==> src/logic/irg_pkg.sv <==
`default_nettype none
package irg_pkg;
   localparam int NUM_IRQ = 32;
   localparam int ID_W    = 10;
   localparam int ADDR_W  = 12;

   // distributor side
   localparam logic [11:0] OFF_DIST_CTRL  = 12'h000;
   localparam logic [11:0] OFF_GROUP_ASGN = 12'h004;
   localparam logic [11:0] OFF_PENDING    = 12'h008;
   // cpu interface side
   localparam logic [11:0] OFF_CPU_CTRL   = 12'h100;
   localparam logic [11:0] OFF_PRIO_MASK  = 12'h104;
   localparam logic [11:0] OFF_BP_GRP0    = 12'h108;
   localparam logic [11:0] OFF_ACK_GRP0   = 12'h10C;
   localparam logic [11:0] OFF_EOI_GRP0   = 12'h110;
   localparam logic [11:0] OFF_RUN_PRIO   = 12'h114;
   localparam logic [11:0] OFF_HP_PEND    = 12'h118;
   localparam logic [11:0] OFF_BP_GRP1    = 12'h11C;
   localparam logic [11:0] OFF_ACK_GRP1   = 12'h120;
   localparam logic [11:0] OFF_EOI_GRP1   = 12'h124;
   // event status / mask
   localparam logic [11:0] OFF_EVT_STAT   = 12'h200;
   localparam logic [11:0] OFF_EVT_MASK   = 12'h204;

   localparam logic [9:0]  ID_SPURIOUS    = 10'h3FF;
   localparam logic [9:0]  ID_WRONG_GRP   = 10'h3FE;
   localparam logic [7:0]  RUN_PRIO_IDLE  = 8'hFF;
   localparam logic [31:0] GROUP_RESET    = 32'h0000_0000;
   localparam logic [7:0]  PMR_RESET      = 8'h00;
   localparam logic [2:0]  BP_RESET       = 3'h0;

   localparam int EVT_SPURIOUS_ACK = 0;
   localparam int EVT_BAD_EOI      = 1;

   typedef struct packed {
      logic group1_enable;
      logic group0_enable;
   } irg_dist_ctrl_t;

   typedef struct packed {
      logic common_binary_point;
      logic fiq_select_grp0;
      logic ack_control_legacy;
      logic group1_enable;
      logic group0_enable;
   } irg_cpu_ctrl_t;

   typedef struct packed {
      logic [ADDR_W-1:0] addr;
      logic [31:0]       wdata;
      logic              wr;
      logic              rd;
   } irg_bus_req_t;

   typedef struct packed {
      logic [NUM_IRQ-1:0] src_s1;
      logic [NUM_IRQ-1:0] src_s2;
      logic [NUM_IRQ-1:0] src_prev;
      logic [NUM_IRQ-1:0] pending;
      logic [NUM_IRQ-1:0] active;
      irg_dist_ctrl_t     dctl;
      irg_cpu_ctrl_t      cctl;
      logic [7:0]         pmr;
      logic [2:0]         bp0;
      logic [2:0]         bp1;
      logic [1:0]         evt_stat;
      logic [1:0]         evt_mask;
      logic [31:0]        rdata;
      logic               irq;
      logic               fiq;
      logic               intr;
   } irg_state_t;

   typedef struct packed {
      logic [NUM_IRQ-1:0] groups;
   } irg_store_t;
endpackage
`default_nettype wire

==> src/logic/irg_router.sv <==
`timescale 1ns/1ps
`default_nettype none
module irg_router (
   // clock and reset
   input  wire logic                        clk_in,
   input  wire logic                        rst_in,
   // interrupt sources, asynchronous, rising edge sets pending
   input  wire logic [irg_pkg::NUM_IRQ-1:0] src_in,
   // register port
   input  wire logic [irg_pkg::ADDR_W-1:0]  addr_in,
   input  wire logic [31:0]                 wdata_in,
   input  wire logic                        wr_in,
   input  wire logic                        rd_in,
   output logic      [31:0]                 rdata_out,
   // processor requests and event interrupt
   output logic                             irq_out,
   output logic                             fiq_out,
   output logic                             int_out
);
   irg_pkg::irg_state_t   st_q;
   irg_pkg::irg_state_t   st_d;
   irg_pkg::irg_bus_req_t req;
   logic [irg_pkg::NUM_IRQ-1:0] grp_vec;
   logic                        grp_wr;
   logic [5:0]                  hp_sel;
   logic [5:0]                  run_sel;
   logic [4:0]                  hp_id;
   logic [7:0]                  hp_prio;
   logic [7:0]                  run_prio;
   logic                        hp_grp;
   logic [2:0]                  bp_g1;
   logic [7:0]                  pre_mask;
   logic                        preempt;
   logic                        cand0;
   logic                        cand1;
   logic                        sig0;
   logic                        sig1;

   function automatic logic [5:0] first_set(input logic [irg_pkg::NUM_IRQ-1:0] v);
      logic [5:0] r;
      r = 6'h00;
      for (int i = irg_pkg::NUM_IRQ - 1; i >= 0; i--) begin
         if (v[i]) begin
            r = {1'b1, 5'(i)};
         end
      end
      return r;
   endfunction

   // fixed priority: lower id is more urgent
   function automatic logic [7:0] prio_of(input logic [4:0] id);
      return {id, 3'h0};
   endfunction

   function automatic logic [7:0] bp_mask(input logic [2:0] bp, input logic g1);
      logic [3:0] sh;
      sh = g1 ? {1'b0, bp} : 4'({1'b0, bp} + 4'h1);
      return 8'hFF << sh;
   endfunction

   assign req    = '{addr: addr_in, wdata: wdata_in, wr: wr_in, rd: rd_in};
   assign grp_wr = req.wr && (req.addr == irg_pkg::OFF_GROUP_ASGN);

   irg_grp_store u_store (
      .clk_in     (clk_in),
      .rst_in     (rst_in),
      .wr_in      (grp_wr),
      .wdata_in   (req.wdata),
      .groups_out (grp_vec)
   );

   // candidate selection
   always_comb begin
      hp_sel   = first_set(st_q.pending);
      run_sel  = first_set(st_q.active);
      hp_id    = hp_sel[4:0];
      hp_prio  = prio_of(hp_id);
      run_prio = run_sel[5] ? prio_of(run_sel[4:0]) : irg_pkg::RUN_PRIO_IDLE;
      hp_grp   = grp_vec[hp_id];
      bp_g1    = st_q.cctl.common_binary_point ? st_q.bp0 : st_q.bp1;
      pre_mask = hp_grp ? bp_mask(bp_g1, !st_q.cctl.common_binary_point)
                        : bp_mask(st_q.bp0, 1'b0);
      preempt  = !run_sel[5] || (hp_prio < (run_prio & pre_mask));
      cand0    = hp_sel[5] && (hp_prio < st_q.pmr) && preempt && !hp_grp
                 && st_q.dctl.group0_enable;
      cand1    = hp_sel[5] && (hp_prio < st_q.pmr) && preempt && hp_grp
                 && st_q.dctl.group1_enable;
      sig0     = cand0 && st_q.cctl.group0_enable;
      sig1     = cand1 && st_q.cctl.group1_enable;
   end

   always_comb begin
      logic [9:0]                  eoi_id;
      logic                        eoi_hit;
      logic                        eoi_g;
      logic [irg_pkg::NUM_IRQ-1:0] set_p;
      logic [irg_pkg::NUM_IRQ-1:0] clr_p;
      logic [irg_pkg::NUM_IRQ-1:0] set_a;
      logic [irg_pkg::NUM_IRQ-1:0] clr_a;
      logic [1:0]                  evt;
      logic [9:0]                  ack_id;
      eoi_id  = req.wdata[9:0];
      eoi_hit = (eoi_id < 10'(irg_pkg::NUM_IRQ)) && st_q.active[eoi_id[4:0]];
      eoi_g   = grp_vec[eoi_id[4:0]];
      set_p   = '0;
      clr_p   = '0;
      set_a   = '0;
      clr_a   = '0;
      evt     = 2'h0;
      ack_id  = irg_pkg::ID_SPURIOUS;
      st_d    = st_q;

      // first flop feeds only the second
      st_d.src_s1   = src_in;
      st_d.src_s2   = st_q.src_s1;
      st_d.src_prev = st_q.src_s2;
      set_p         = st_q.src_s2 & ~st_q.src_prev;

      st_d.rdata = 32'h0000_0000;
      if (req.rd) begin
         unique case (req.addr)
            irg_pkg::OFF_DIST_CTRL:  st_d.rdata = 32'(st_q.dctl);
            irg_pkg::OFF_GROUP_ASGN: st_d.rdata = grp_vec;
            irg_pkg::OFF_PENDING:    st_d.rdata = st_q.pending;
            irg_pkg::OFF_CPU_CTRL:   st_d.rdata = 32'(st_q.cctl);
            irg_pkg::OFF_PRIO_MASK:  st_d.rdata = 32'(st_q.pmr);
            irg_pkg::OFF_BP_GRP0:    st_d.rdata = 32'(st_q.bp0);
            irg_pkg::OFF_BP_GRP1:    st_d.rdata = 32'(st_q.bp1);
            irg_pkg::OFF_RUN_PRIO:   st_d.rdata = 32'(run_prio);
            irg_pkg::OFF_HP_PEND:    st_d.rdata = 32'((cand0 || cand1) ? 10'(hp_id)
                                                         : irg_pkg::ID_SPURIOUS);
            irg_pkg::OFF_EVT_STAT:   st_d.rdata = 32'(st_q.evt_stat);
            irg_pkg::OFF_EVT_MASK:   st_d.rdata = 32'(st_q.evt_mask);
            irg_pkg::OFF_ACK_GRP0: begin
               if (sig0 || (sig1 && st_q.cctl.ack_control_legacy)) begin
                  ack_id = 10'(hp_id);
               end else if (sig1) begin
                  ack_id = irg_pkg::ID_WRONG_GRP;
               end
               st_d.rdata = 32'(ack_id);
            end
            irg_pkg::OFF_ACK_GRP1: begin
               if (sig1) begin
                  ack_id = 10'(hp_id);
               end
               st_d.rdata = 32'(ack_id);
            end
            // write-only completion registers give nothing usable
            default:                 st_d.rdata = 32'h0000_0000;
         endcase
         if ((req.addr == irg_pkg::OFF_ACK_GRP0) || (req.addr == irg_pkg::OFF_ACK_GRP1)) begin
            if (ack_id[9:5] == 5'h00) begin
               clr_p[ack_id[4:0]] = 1'b1;
               set_a[ack_id[4:0]] = 1'b1;
            end else begin
               evt[irg_pkg::EVT_SPURIOUS_ACK] = 1'b1;
            end
         end
      end

      // read-only addresses fall through untouched
      if (req.wr) begin
         unique case (req.addr)
            irg_pkg::OFF_DIST_CTRL: st_d.dctl     = req.wdata[1:0];
            irg_pkg::OFF_CPU_CTRL:  st_d.cctl     = req.wdata[4:0];
            irg_pkg::OFF_PRIO_MASK: st_d.pmr      = req.wdata[7:0];
            irg_pkg::OFF_BP_GRP0:   st_d.bp0      = req.wdata[2:0];
            irg_pkg::OFF_BP_GRP1:   st_d.bp1      = req.wdata[2:0];
            irg_pkg::OFF_EVT_MASK:  st_d.evt_mask = req.wdata[1:0];
            irg_pkg::OFF_EOI_GRP0: begin
               if (eoi_hit && (!eoi_g || st_q.cctl.ack_control_legacy)) begin
                  clr_a[eoi_id[4:0]] = 1'b1;
               end else begin
                  evt[irg_pkg::EVT_BAD_EOI] = 1'b1;
               end
            end
            irg_pkg::OFF_EOI_GRP1: begin
               if (eoi_hit && eoi_g) begin
                  clr_a[eoi_id[4:0]] = 1'b1;
               end else begin
                  evt[irg_pkg::EVT_BAD_EOI] = 1'b1;
               end
            end
            default: ;
         endcase
      end

      // a new edge beats an acknowledge in the same cycle
      st_d.pending = (st_q.pending & ~clr_p) | set_p;
      st_d.active  = (st_q.active & ~clr_a) | set_a;
      st_d.evt_stat = st_q.evt_stat;
      if (req.wr && (req.addr == irg_pkg::OFF_EVT_STAT)) begin
         st_d.evt_stat = st_q.evt_stat & ~req.wdata[1:0];
      end
      st_d.evt_stat = st_d.evt_stat | evt;

      st_d.fiq  = sig0 && st_q.cctl.fiq_select_grp0;
      st_d.irq  = (sig0 && !st_q.cctl.fiq_select_grp0) || sig1;
      st_d.intr = |(st_d.evt_stat & st_q.evt_mask);
   end

   always_ff @(posedge clk_in) begin
      if (rst_in) begin
         st_q          <= '0;
         st_q.pmr      <= irg_pkg::PMR_RESET;
         st_q.bp0      <= irg_pkg::BP_RESET;
         st_q.bp1      <= irg_pkg::BP_RESET;
      end else begin
         st_q <= st_d;
      end
   end

   assign rdata_out = st_q.rdata;
   assign irq_out   = st_q.irq;
   assign fiq_out   = st_q.fiq;
   assign int_out   = st_q.intr;
endmodule
`default_nettype wire

==> src/logic/irg_grp_store.sv <==
`timescale 1ns/1ps
`default_nettype none
// group assignment bits, one per interrupt; cleared to group 0 by reset
module irg_grp_store (
   // clock and reset
   input  wire logic                        clk_in,
   input  wire logic                        rst_in,
   // write port
   input  wire logic                        wr_in,
   input  wire logic [irg_pkg::NUM_IRQ-1:0] wdata_in,
   // stored assignment
   output logic      [irg_pkg::NUM_IRQ-1:0] groups_out
);
   irg_pkg::irg_store_t st_q;
   irg_pkg::irg_store_t st_d;

   always_comb begin
      st_d = st_q;
      if (wr_in) begin
         st_d.groups = wdata_in;
      end
   end

   always_ff @(posedge clk_in) begin
      if (rst_in) begin
         st_q.groups <= irg_pkg::GROUP_RESET;
      end else begin
         st_q <= st_d;
      end
   end

   assign groups_out = st_q.groups;
endmodule
`default_nettype wire

==> config.mk <==
export PLATFORM = sky130hd
export DESIGN_NAME = irg_router
export DESIGN_NICKNAME = d
export VERILOG_FILES = /design/src/logic/irg_pkg.sv /design/src/logic/irg_router.sv /design/src/logic/irg_grp_store.sv
export SDC_FILE = /design/constraint.sdc
export NUM_CORES = 1
export LEC_CHECK = 0
export BUFFER_PORTS_ARGS = -buffer_cell sky130_fd_sc_hd__buf_2
export CAP_MARGIN = 20
export CORE_MARGIN = 5
export CORE_UTILIZATION = 59
export CTS_CLUSTER_DIAMETER = 120
export DETAILED_ROUTE_END_ITERATION = 12
export HOLD_SLACK_MARGIN = 0.06
export PLACE_DENSITY_LB_ADDON = 0.05
export SETUP_SLACK_MARGIN = 0.02
export SKIP_LAST_GASP = 1
export SYNTH_ARGS = -nofsm -noshare
export SYNTH_HDL_FRONTEND = slang
export SYNTH_SLANG_ARGS = --single-unit
==> constraint.sdc <==
create_clock -name clk_in -period 8.65 [get_ports clk_in]
set_input_delay 0 -clock clk_in [delete_from_list [all_inputs] [get_ports clk_in]]
set_output_delay 0 -clock clk_in [all_outputs]
set_load 0.05 [all_outputs]
# Word-level counts from Yosys, hierarchy flattened
# Index checks and enable logic that the tools add are counted.
# totals
regBits	252
latchBits	0
mem_bits_rw	0
romBits	0
inputBits	80
output_inout_bits	35
word_cells	200
n_memories	0
# op_classes
addsub	2
n_mul	0
n_div	0
order_cmp	8
eq_ne	14
shift	2
n_mux	100
bitwise	14
reduce_logical	38
# op_table
op	count
one-hot mux 32 bit (13 select lines)	1
2-to-1 mux 6 bit	64
2-to-1 mux 32 bit	6
equality test 12 x 9 -> 1 bit (second input constant)	10
AND 32 bit	3
inverter 32 bit	3
OR 32 bit	2
one-hot mux 32 bit (2 select lines)	1
2-to-1 mux 10 bit	4
equality test 12 x 10 -> 1 bit (second input constant)	2
one-hot mux 10 bit (2 select lines)	1
logical AND 1 bit	18
less-than comparator 5 x 6 -> 1 bit (second input constant)	3
less-than comparator 8 bit	2
2-to-1 mux 8 bit	2
left shift 8 x 4 -> 8 bit (first input constant)	2
binary-select mux 1 bit (select 5 bit)	3
equality test 12 x 3 -> 1 bit (second input constant)	1
equality test 12 x 4 -> 1 bit (second input constant)	1
logical NOT 12 bit	1
2-to-1 mux 1 bit	12
AND reduction 2 bit	6
demux 1 bit (select 5 bit)	2
>= comparator 5 x 1 -> 1 bit (second input constant)	2
other kinds (15)	26

# Logic depth before layout (Yosys ltp)
# depth
ltp_word	57
ltp_mapped	29
ltp_nobuf	25

# By module
# Synthesis repeated with hierarchy kept, for this count alone.
# unflattened
hier_cells	1321
hier_area_um2	11666.2
# modules_own_cells
module	n_inst	cells_per_inst	area_each_um2	seq_area_each_um2
irg_router	1	1218	10502.6	4404.2
irg_grp_store	1	103	1163.6	640.6

# Least setup slack after synthesis
# No wires, ideal clock.
# synth_timing
path_kind	register to register
startpoint	reg st_q[123] (netlist name)
endpoint	reg st_q[69] (netlist name)
setup_ns	0.096
t_arrival_ns	5.979
required_ns	8.554
path_slack_ns	2.575
path_stages_with_launch	27
path_buffers	3
period_less_slack_ns	6.075
cell_sequence	dfxtp_1 -> nor2_1 -> o31a_1 -> o41ai_4 -> a21oi_2 -> inv_4 -> mux2_2 -> a221oi_1 -> o21a_1 -> a21oi_2 -> buf_2 -> or4b_2 -> a21boi_0 -> o311ai_0 -> ha_1 -> o21a_1 -> o21a_1 -> o21a_1 -> o21ai_0 -> a21oi_1 -> nor4_1 -> nand2_1 -> mux2_2 -> buf_6 -> or3_1 -> buf_2 -> o41ai_2
# synth_via
elab_chain_len	55
word_cells_on_any_way	65
cone_classes	order compare: 4; mux: 45; bitwise: 2; reduce/logical: 14
# synth_rtl
item	line	source
from (decl)	irg_router.sv:20	irg_pkg::irg_state_t st_q;
from (signal assigned)	irg_router.sv:209	st_q <= st_d;
2-to-1 mux 6 bit * (32 in a row)	irg_router.sv:43	if (v[i]) begin
binary-select mux 1 bit (select 5 bit)	irg_router.sv:79	hp_grp = grp_vec[hp_id];
2-to-1 mux 1 bit (not written as such)	irg_router.sv:79	
2-to-1 mux 8 bit	irg_router.sv:81	pre_mask = hp_grp ? bp_mask(bp_g1, !st_q.cctl.common_binary_point)
AND 8 bit	irg_router.sv:83	preempt = !run_sel[5] || (hp_prio < (run_prio & pre_mask));
less-than comparator 8 bit	irg_router.sv:83	
logical OR 1 bit	irg_router.sv:83	
logical AND 1 bit	irg_router.sv:84, irg_router.sv:86	
(+8 left out)	-	
less-than comparator 5 x 6 -> 1 bit (not written as such) / >= comparator 5 x 1 -> 1 bit (equally long branches)	irg_router.sv:154	set_a[ack_id[4:0]] = 1'b1;
logical AND 1 bit (not written as such)	irg_router.sv:154	
2-to-1 mux 1 bit (not written as such)	irg_router.sv:154	
demux 1 bit (select 5 bit)	irg_router.sv:154	
2-to-1 mux 32 bit *	irg_router.sv:152	if (ack_id[9:5] == 5'h00) begin
2-to-1 mux 32 bit *	irg_router.sv:151	if ((req.addr == irg_pkg::OFF_ACK_GRP0) || (req.addr == irg_pkg::OFF_ACK_GRP1)) begin
2-to-1 mux 32 bit *	irg_router.sv:120	if (req.rd) begin
OR 32 bit *	irg_router.sv:190	st_d.active = (st_q.active & ~clr_a) | set_a;
# Every way passes the cells marked *; elsewhere a longest branch is shown, timed or not. The select of a mux whose other input is x is not followed.
# A chain may end at the register's enable or synchronous reset.

# Final worst setup path
# layout_timing
startpoint	reg st_q[108] (netlist name)
endpoint	reg st_q[70] (netlist name)
# layout_via
elab_chain_len	40
word_cells_on_any_way	50
cone_classes	order compare: 4; mux: 30; bitwise: 2; reduce/logical: 14
# layout_rtl
item	line
2-to-1 mux 6 bit * (17 in a row)	irg_router.sv:43
binary-select mux 1 bit (select 5 bit)	irg_router.sv:79
2-to-1 mux 1 bit (not written as such)	irg_router.sv:79
2-to-1 mux 8 bit	irg_router.sv:81
AND 8 bit	irg_router.sv:83
less-than comparator 8 bit	irg_router.sv:83
logical OR 1 bit	irg_router.sv:83
logical AND 1 bit	irg_router.sv:84, irg_router.sv:86
(+8 left out)	-
less-than comparator 5 x 6 -> 1 bit (not written as such) / >= comparator 5 x 1 -> 1 bit (equally long branches)	irg_router.sv:154
logical AND 1 bit (not written as such)	irg_router.sv:154
2-to-1 mux 1 bit (not written as such)	irg_router.sv:154
demux 1 bit (select 5 bit)	irg_router.sv:154
2-to-1 mux 32 bit *	irg_router.sv:152
2-to-1 mux 32 bit *	irg_router.sv:151
2-to-1 mux 32 bit *	irg_router.sv:120
OR 32 bit *	irg_router.sv:190
# Marked as above.

==> results_dict.tcl <==
set metrics [dict create \
    htreeDepth 1 \
    ys.flop_type "dfxtp_1" \
    cpLargestDelayFamily "compound AO/OA/AOI/OAI gates" \
    syn_inst 1369 \
    worst_slew_pin_slew_ns 1.06 \
    die_area_um2 22700 \
    max_freq_mhz 133 \
    chipHeight_um 151 \
    crit_buf_inv 2 \
    critPathLaunchType "flip-flop" \
    first_iter_violations 1310 \
    n_fill_cell 1455 \
    top_usage_layer "met2" \
    cpMostUsedCell "o21a_1" \
    grt_pass1_wl_mm 56.9 \
    n_antenna_cell 0 \
    place.gp.congestion 1.02 \
    clkLatencyLatePin_ns 0.54 \
    end_kind "flip-flop" \
    wl_per_cell_um 20.8 \
    required_ns 9.07 \
    async_flop_share_pct 0 \
    drc 0 \
    initial_core_util_pct 60.1 \
    ys_warn_count 0 \
    vias 11000 \
    cts_setup_buffers 0 \
    r2r-end "st_q[70]" \
    syn_nets 1461 \
    cts_tree "built" \
    drt_wl_total_mm 37.0 \
    drtPass1Iterations 6 \
    hold_ws_ns 0.0961 \
    ir_worst_vdd_mv 0.251 \
    avgSynthCellArea_um2 8.54 \
    syn_to_final_growth_pct 19.5 \
    use_met3_pct 5.72 \
    leakagePower_uw 0.00520 \
    critical_path_peak_fanout 19 \
    num_rows 51 \
    hold_depth 6 \
    cp_slowest_stage_delay_ns 0.55 \
    syn_area_um2 11700 \
    grt_pass1_vias 10300 \
    power.density_nw_per_um2 196 \
    fin_worst_skew_ns 0.0110 \
    run_status "complete, no violations" \
    met2_usage_pct 51.1 \
    hold_viol_final 0 \
    cts-root-buf "clkbuf_16" \
    dp_hpwl_mm 23.9 \
    routed_via_density 6.20 \
    setup_tns_ns 0 \
    cts_resized 0 \
    critPathArrivalTime_ns 7.93 \
    post-route-period-util_pct 86.8 \
    fp.coreArea_um2 19500 \
    hold_class "in -> reg" \
    slowest_stage "a21oi_2" \
    cts_buffers 26 \
    hold_start "addr_in[6]" \
    cts.path.max_buffers 3 \
    pin_count 115 \
    grt.overflow.total 0 \
    cts_hold_repair.buffers 89 \
    crit_type "reg -> reg" \
    synth.distinct_cells 82 \
    fin_nets 1590 \
    grt.total_usage_pct 31.7 \
    clk_pin_slew_ns 0.06 \
    rrSetupSlack_ns 1.14 \
    maxSlewViolCount 0 \
    rr_worst_depth 25 \
    die_w_um 151 \
    maxCapViolCount 0 \
    antenna_found_initial 0 \
    fin_crit_ns 7.51 \
    maxSlewHeadroom_pct 28.5 \
    numClockSinks 252 \
    seq_area_frac_synth_pct 43.2 \
    grtUsageMet1_pct 43.8 \
    min_to "st_q[44]" \
    grt_start_max_net_pins 91 \
    synth_edf_count 0 \
    rsz0062_at_grt "no" \
    portBuffers 114 \
    antenna_left 0 \
    r2r_start "st_q[108]" \
    drive_gt1_share_pct 14.6 \
    setup_violations 0 \
    synth_seq_cells 252 \
]
placed cells by master (no fill, tap or decap), drive strengths merged, types with 6 or more instances in the layout:
cell type / instances
nand2b: 8
nor4: 21
clkbuf: 33
nand4: 6
nand2: 170
a221oi: 6
o31ai: 13
or3: 7
and3: 9
mux4: 16
nor2b: 137
nor2: 95
mux2i: 16
ha: 12
a22o: 6
o21ai: 68
nor3b: 8
a211oi: 13
nor3: 29
a22oi: 28
buf: 124
o41ai: 6
inv: 28
a31oi: 27
dlygate4sd3: 89
o21a: 8
or4: 8
a21oi: 95
and2: 8
nand3: 69
dfxtp: 252
o211ai: 7
flip-flops by register name (all words and copies together) (netlist names):
| register | cells |
|---|---|
| fiq_out | 1 |
| int_out | 1 |
| irq_out | 1 |
| rdata_out | 32 |
| st_d | 64 |
| st_q | 121 |
| u_store.groups_out | 32 |
per-stage QoR:
stage	util [%]	std cells	power [uW]	setup WS [ns]	area (um^2)
final	71.8	1781	2740	1.14	14000
after global routing	71.8	1781	2820	0.799	14000
after CTS	71.4	1778	2730	1.45	13900
after detailed placement	62.1	1643	1540	1.50	12100
after global placement	62.1	1643	1530	1.62	12100
after floorplan	-	1369	1450	2.57	11700
layer usage:
metal | vias up | wire, um
met5 | - | 0
met4 | 0 | 1240
met3 | 97 | 3620
met2 | 634 | 16700
met1 | 5188 | 15400
li1 | 5122 | -
kinds of logic (layout without fill, tap and decap cells):
family | Yosys count | in the layout | share of synthesized area [%]
buffers and inverters | 139 | 286 | 5.68
and+or+nand+nor | 594 | 594 | 25.9
DFF | 252 | 252 | 43.2
adders and majority gates | 12 | 12 | 1.28
muxes | 37 | 37 | 4.94
AOI/OAI and AO/OA | 335 | 335 | 19.1
layout make-up:
type	instances	area, um^2	area share, %
multi-input cells	978	5990	42.9
flip-flops and latches	252	5040	36.1
repair buffers	213	1580	11.3
clock buffers	33	707	5.06
well taps	265	332	2.37
clock inverters	13	209	1.50
inverters	27	104	0.744
worst reg2reg max path: cells and delay by family (launching register included):
family	cells	cell delay, ns
AO/OA/AOI/OAI	18	4.99
adder cells (fa/ha/maj)	1	0.30
buffers and inverters	2	0.37
flip-flops	1	0.43
multiplexers	1	0.26
AND/OR/NAND/NOR	3	1.04
worst max-delay path by stage:
stage | end | cells past startpoint | slack (ns) | startpoint
after floorplan | st_q[69] | 26 | 2.57 | st_q[123]
after global placement | st_q[68] | 25 | 1.62 | st_q[102]
after detailed placement | st_q[70] | 25 | 1.50 | st_q[102]
after CTS | st_q[70] | 25 | 1.45 | st_q[102]
final | st_q[70] | 25 | 1.14 | st_q[108]
after global routing | st_q[70] | 25 | 0.80 | st_q[102]
synthesized netlist by cell type (all sizes together), types with 4 or more instances:
library cell    n  area (um^2)
or4             8         63.8
nand3b          4         30.0
o31ai          13         97.6
a22oi          28          210
and3            9         56.3
or3             7         43.8
nor2           95          359
nand4           6         37.5
nor2b         137          857
a2111oi         4         42.5
nor4           21          150
a31oi          27          169
nor3           29          150
a221o           5         50.1
ha             12          150
buf            40          290
o21ai          68          348
or2             5         31.3
nand2         170          641
o22ai           5         31.3
o31a            4         35.0
a21oi          95          483
a21o            5         38.8
clkbuf         72          270
o21a            8         60.1
nor3b           8         70.1
a211oi         13         97.6
a222oi          5         50.1
o211ai          7         52.6
a22o            6         52.6
a32o            4         40.0
mux2i          16          160
a221oi          6         52.6
and2            8         50.1
mux4           16          360
o41ai           6         86.3
inv            27          104
nand3          69          345
nand2b          8         50.1
dfxtp         252         5040
mux2            5         56.3
power by group:
| group | total [uW] | leakage [uW] | internal (uW) | switching [uW] |
|---|---|---|---|---|
| Combinational | 351 | 0.00271 | 144 | 207 |
| Clock | 1180 | 0.000436 | 704 | 479 |
| Sequential | 1210 | 0.00205 | 1190 | 20.7 |
Power figures use the tool's default switching activity.
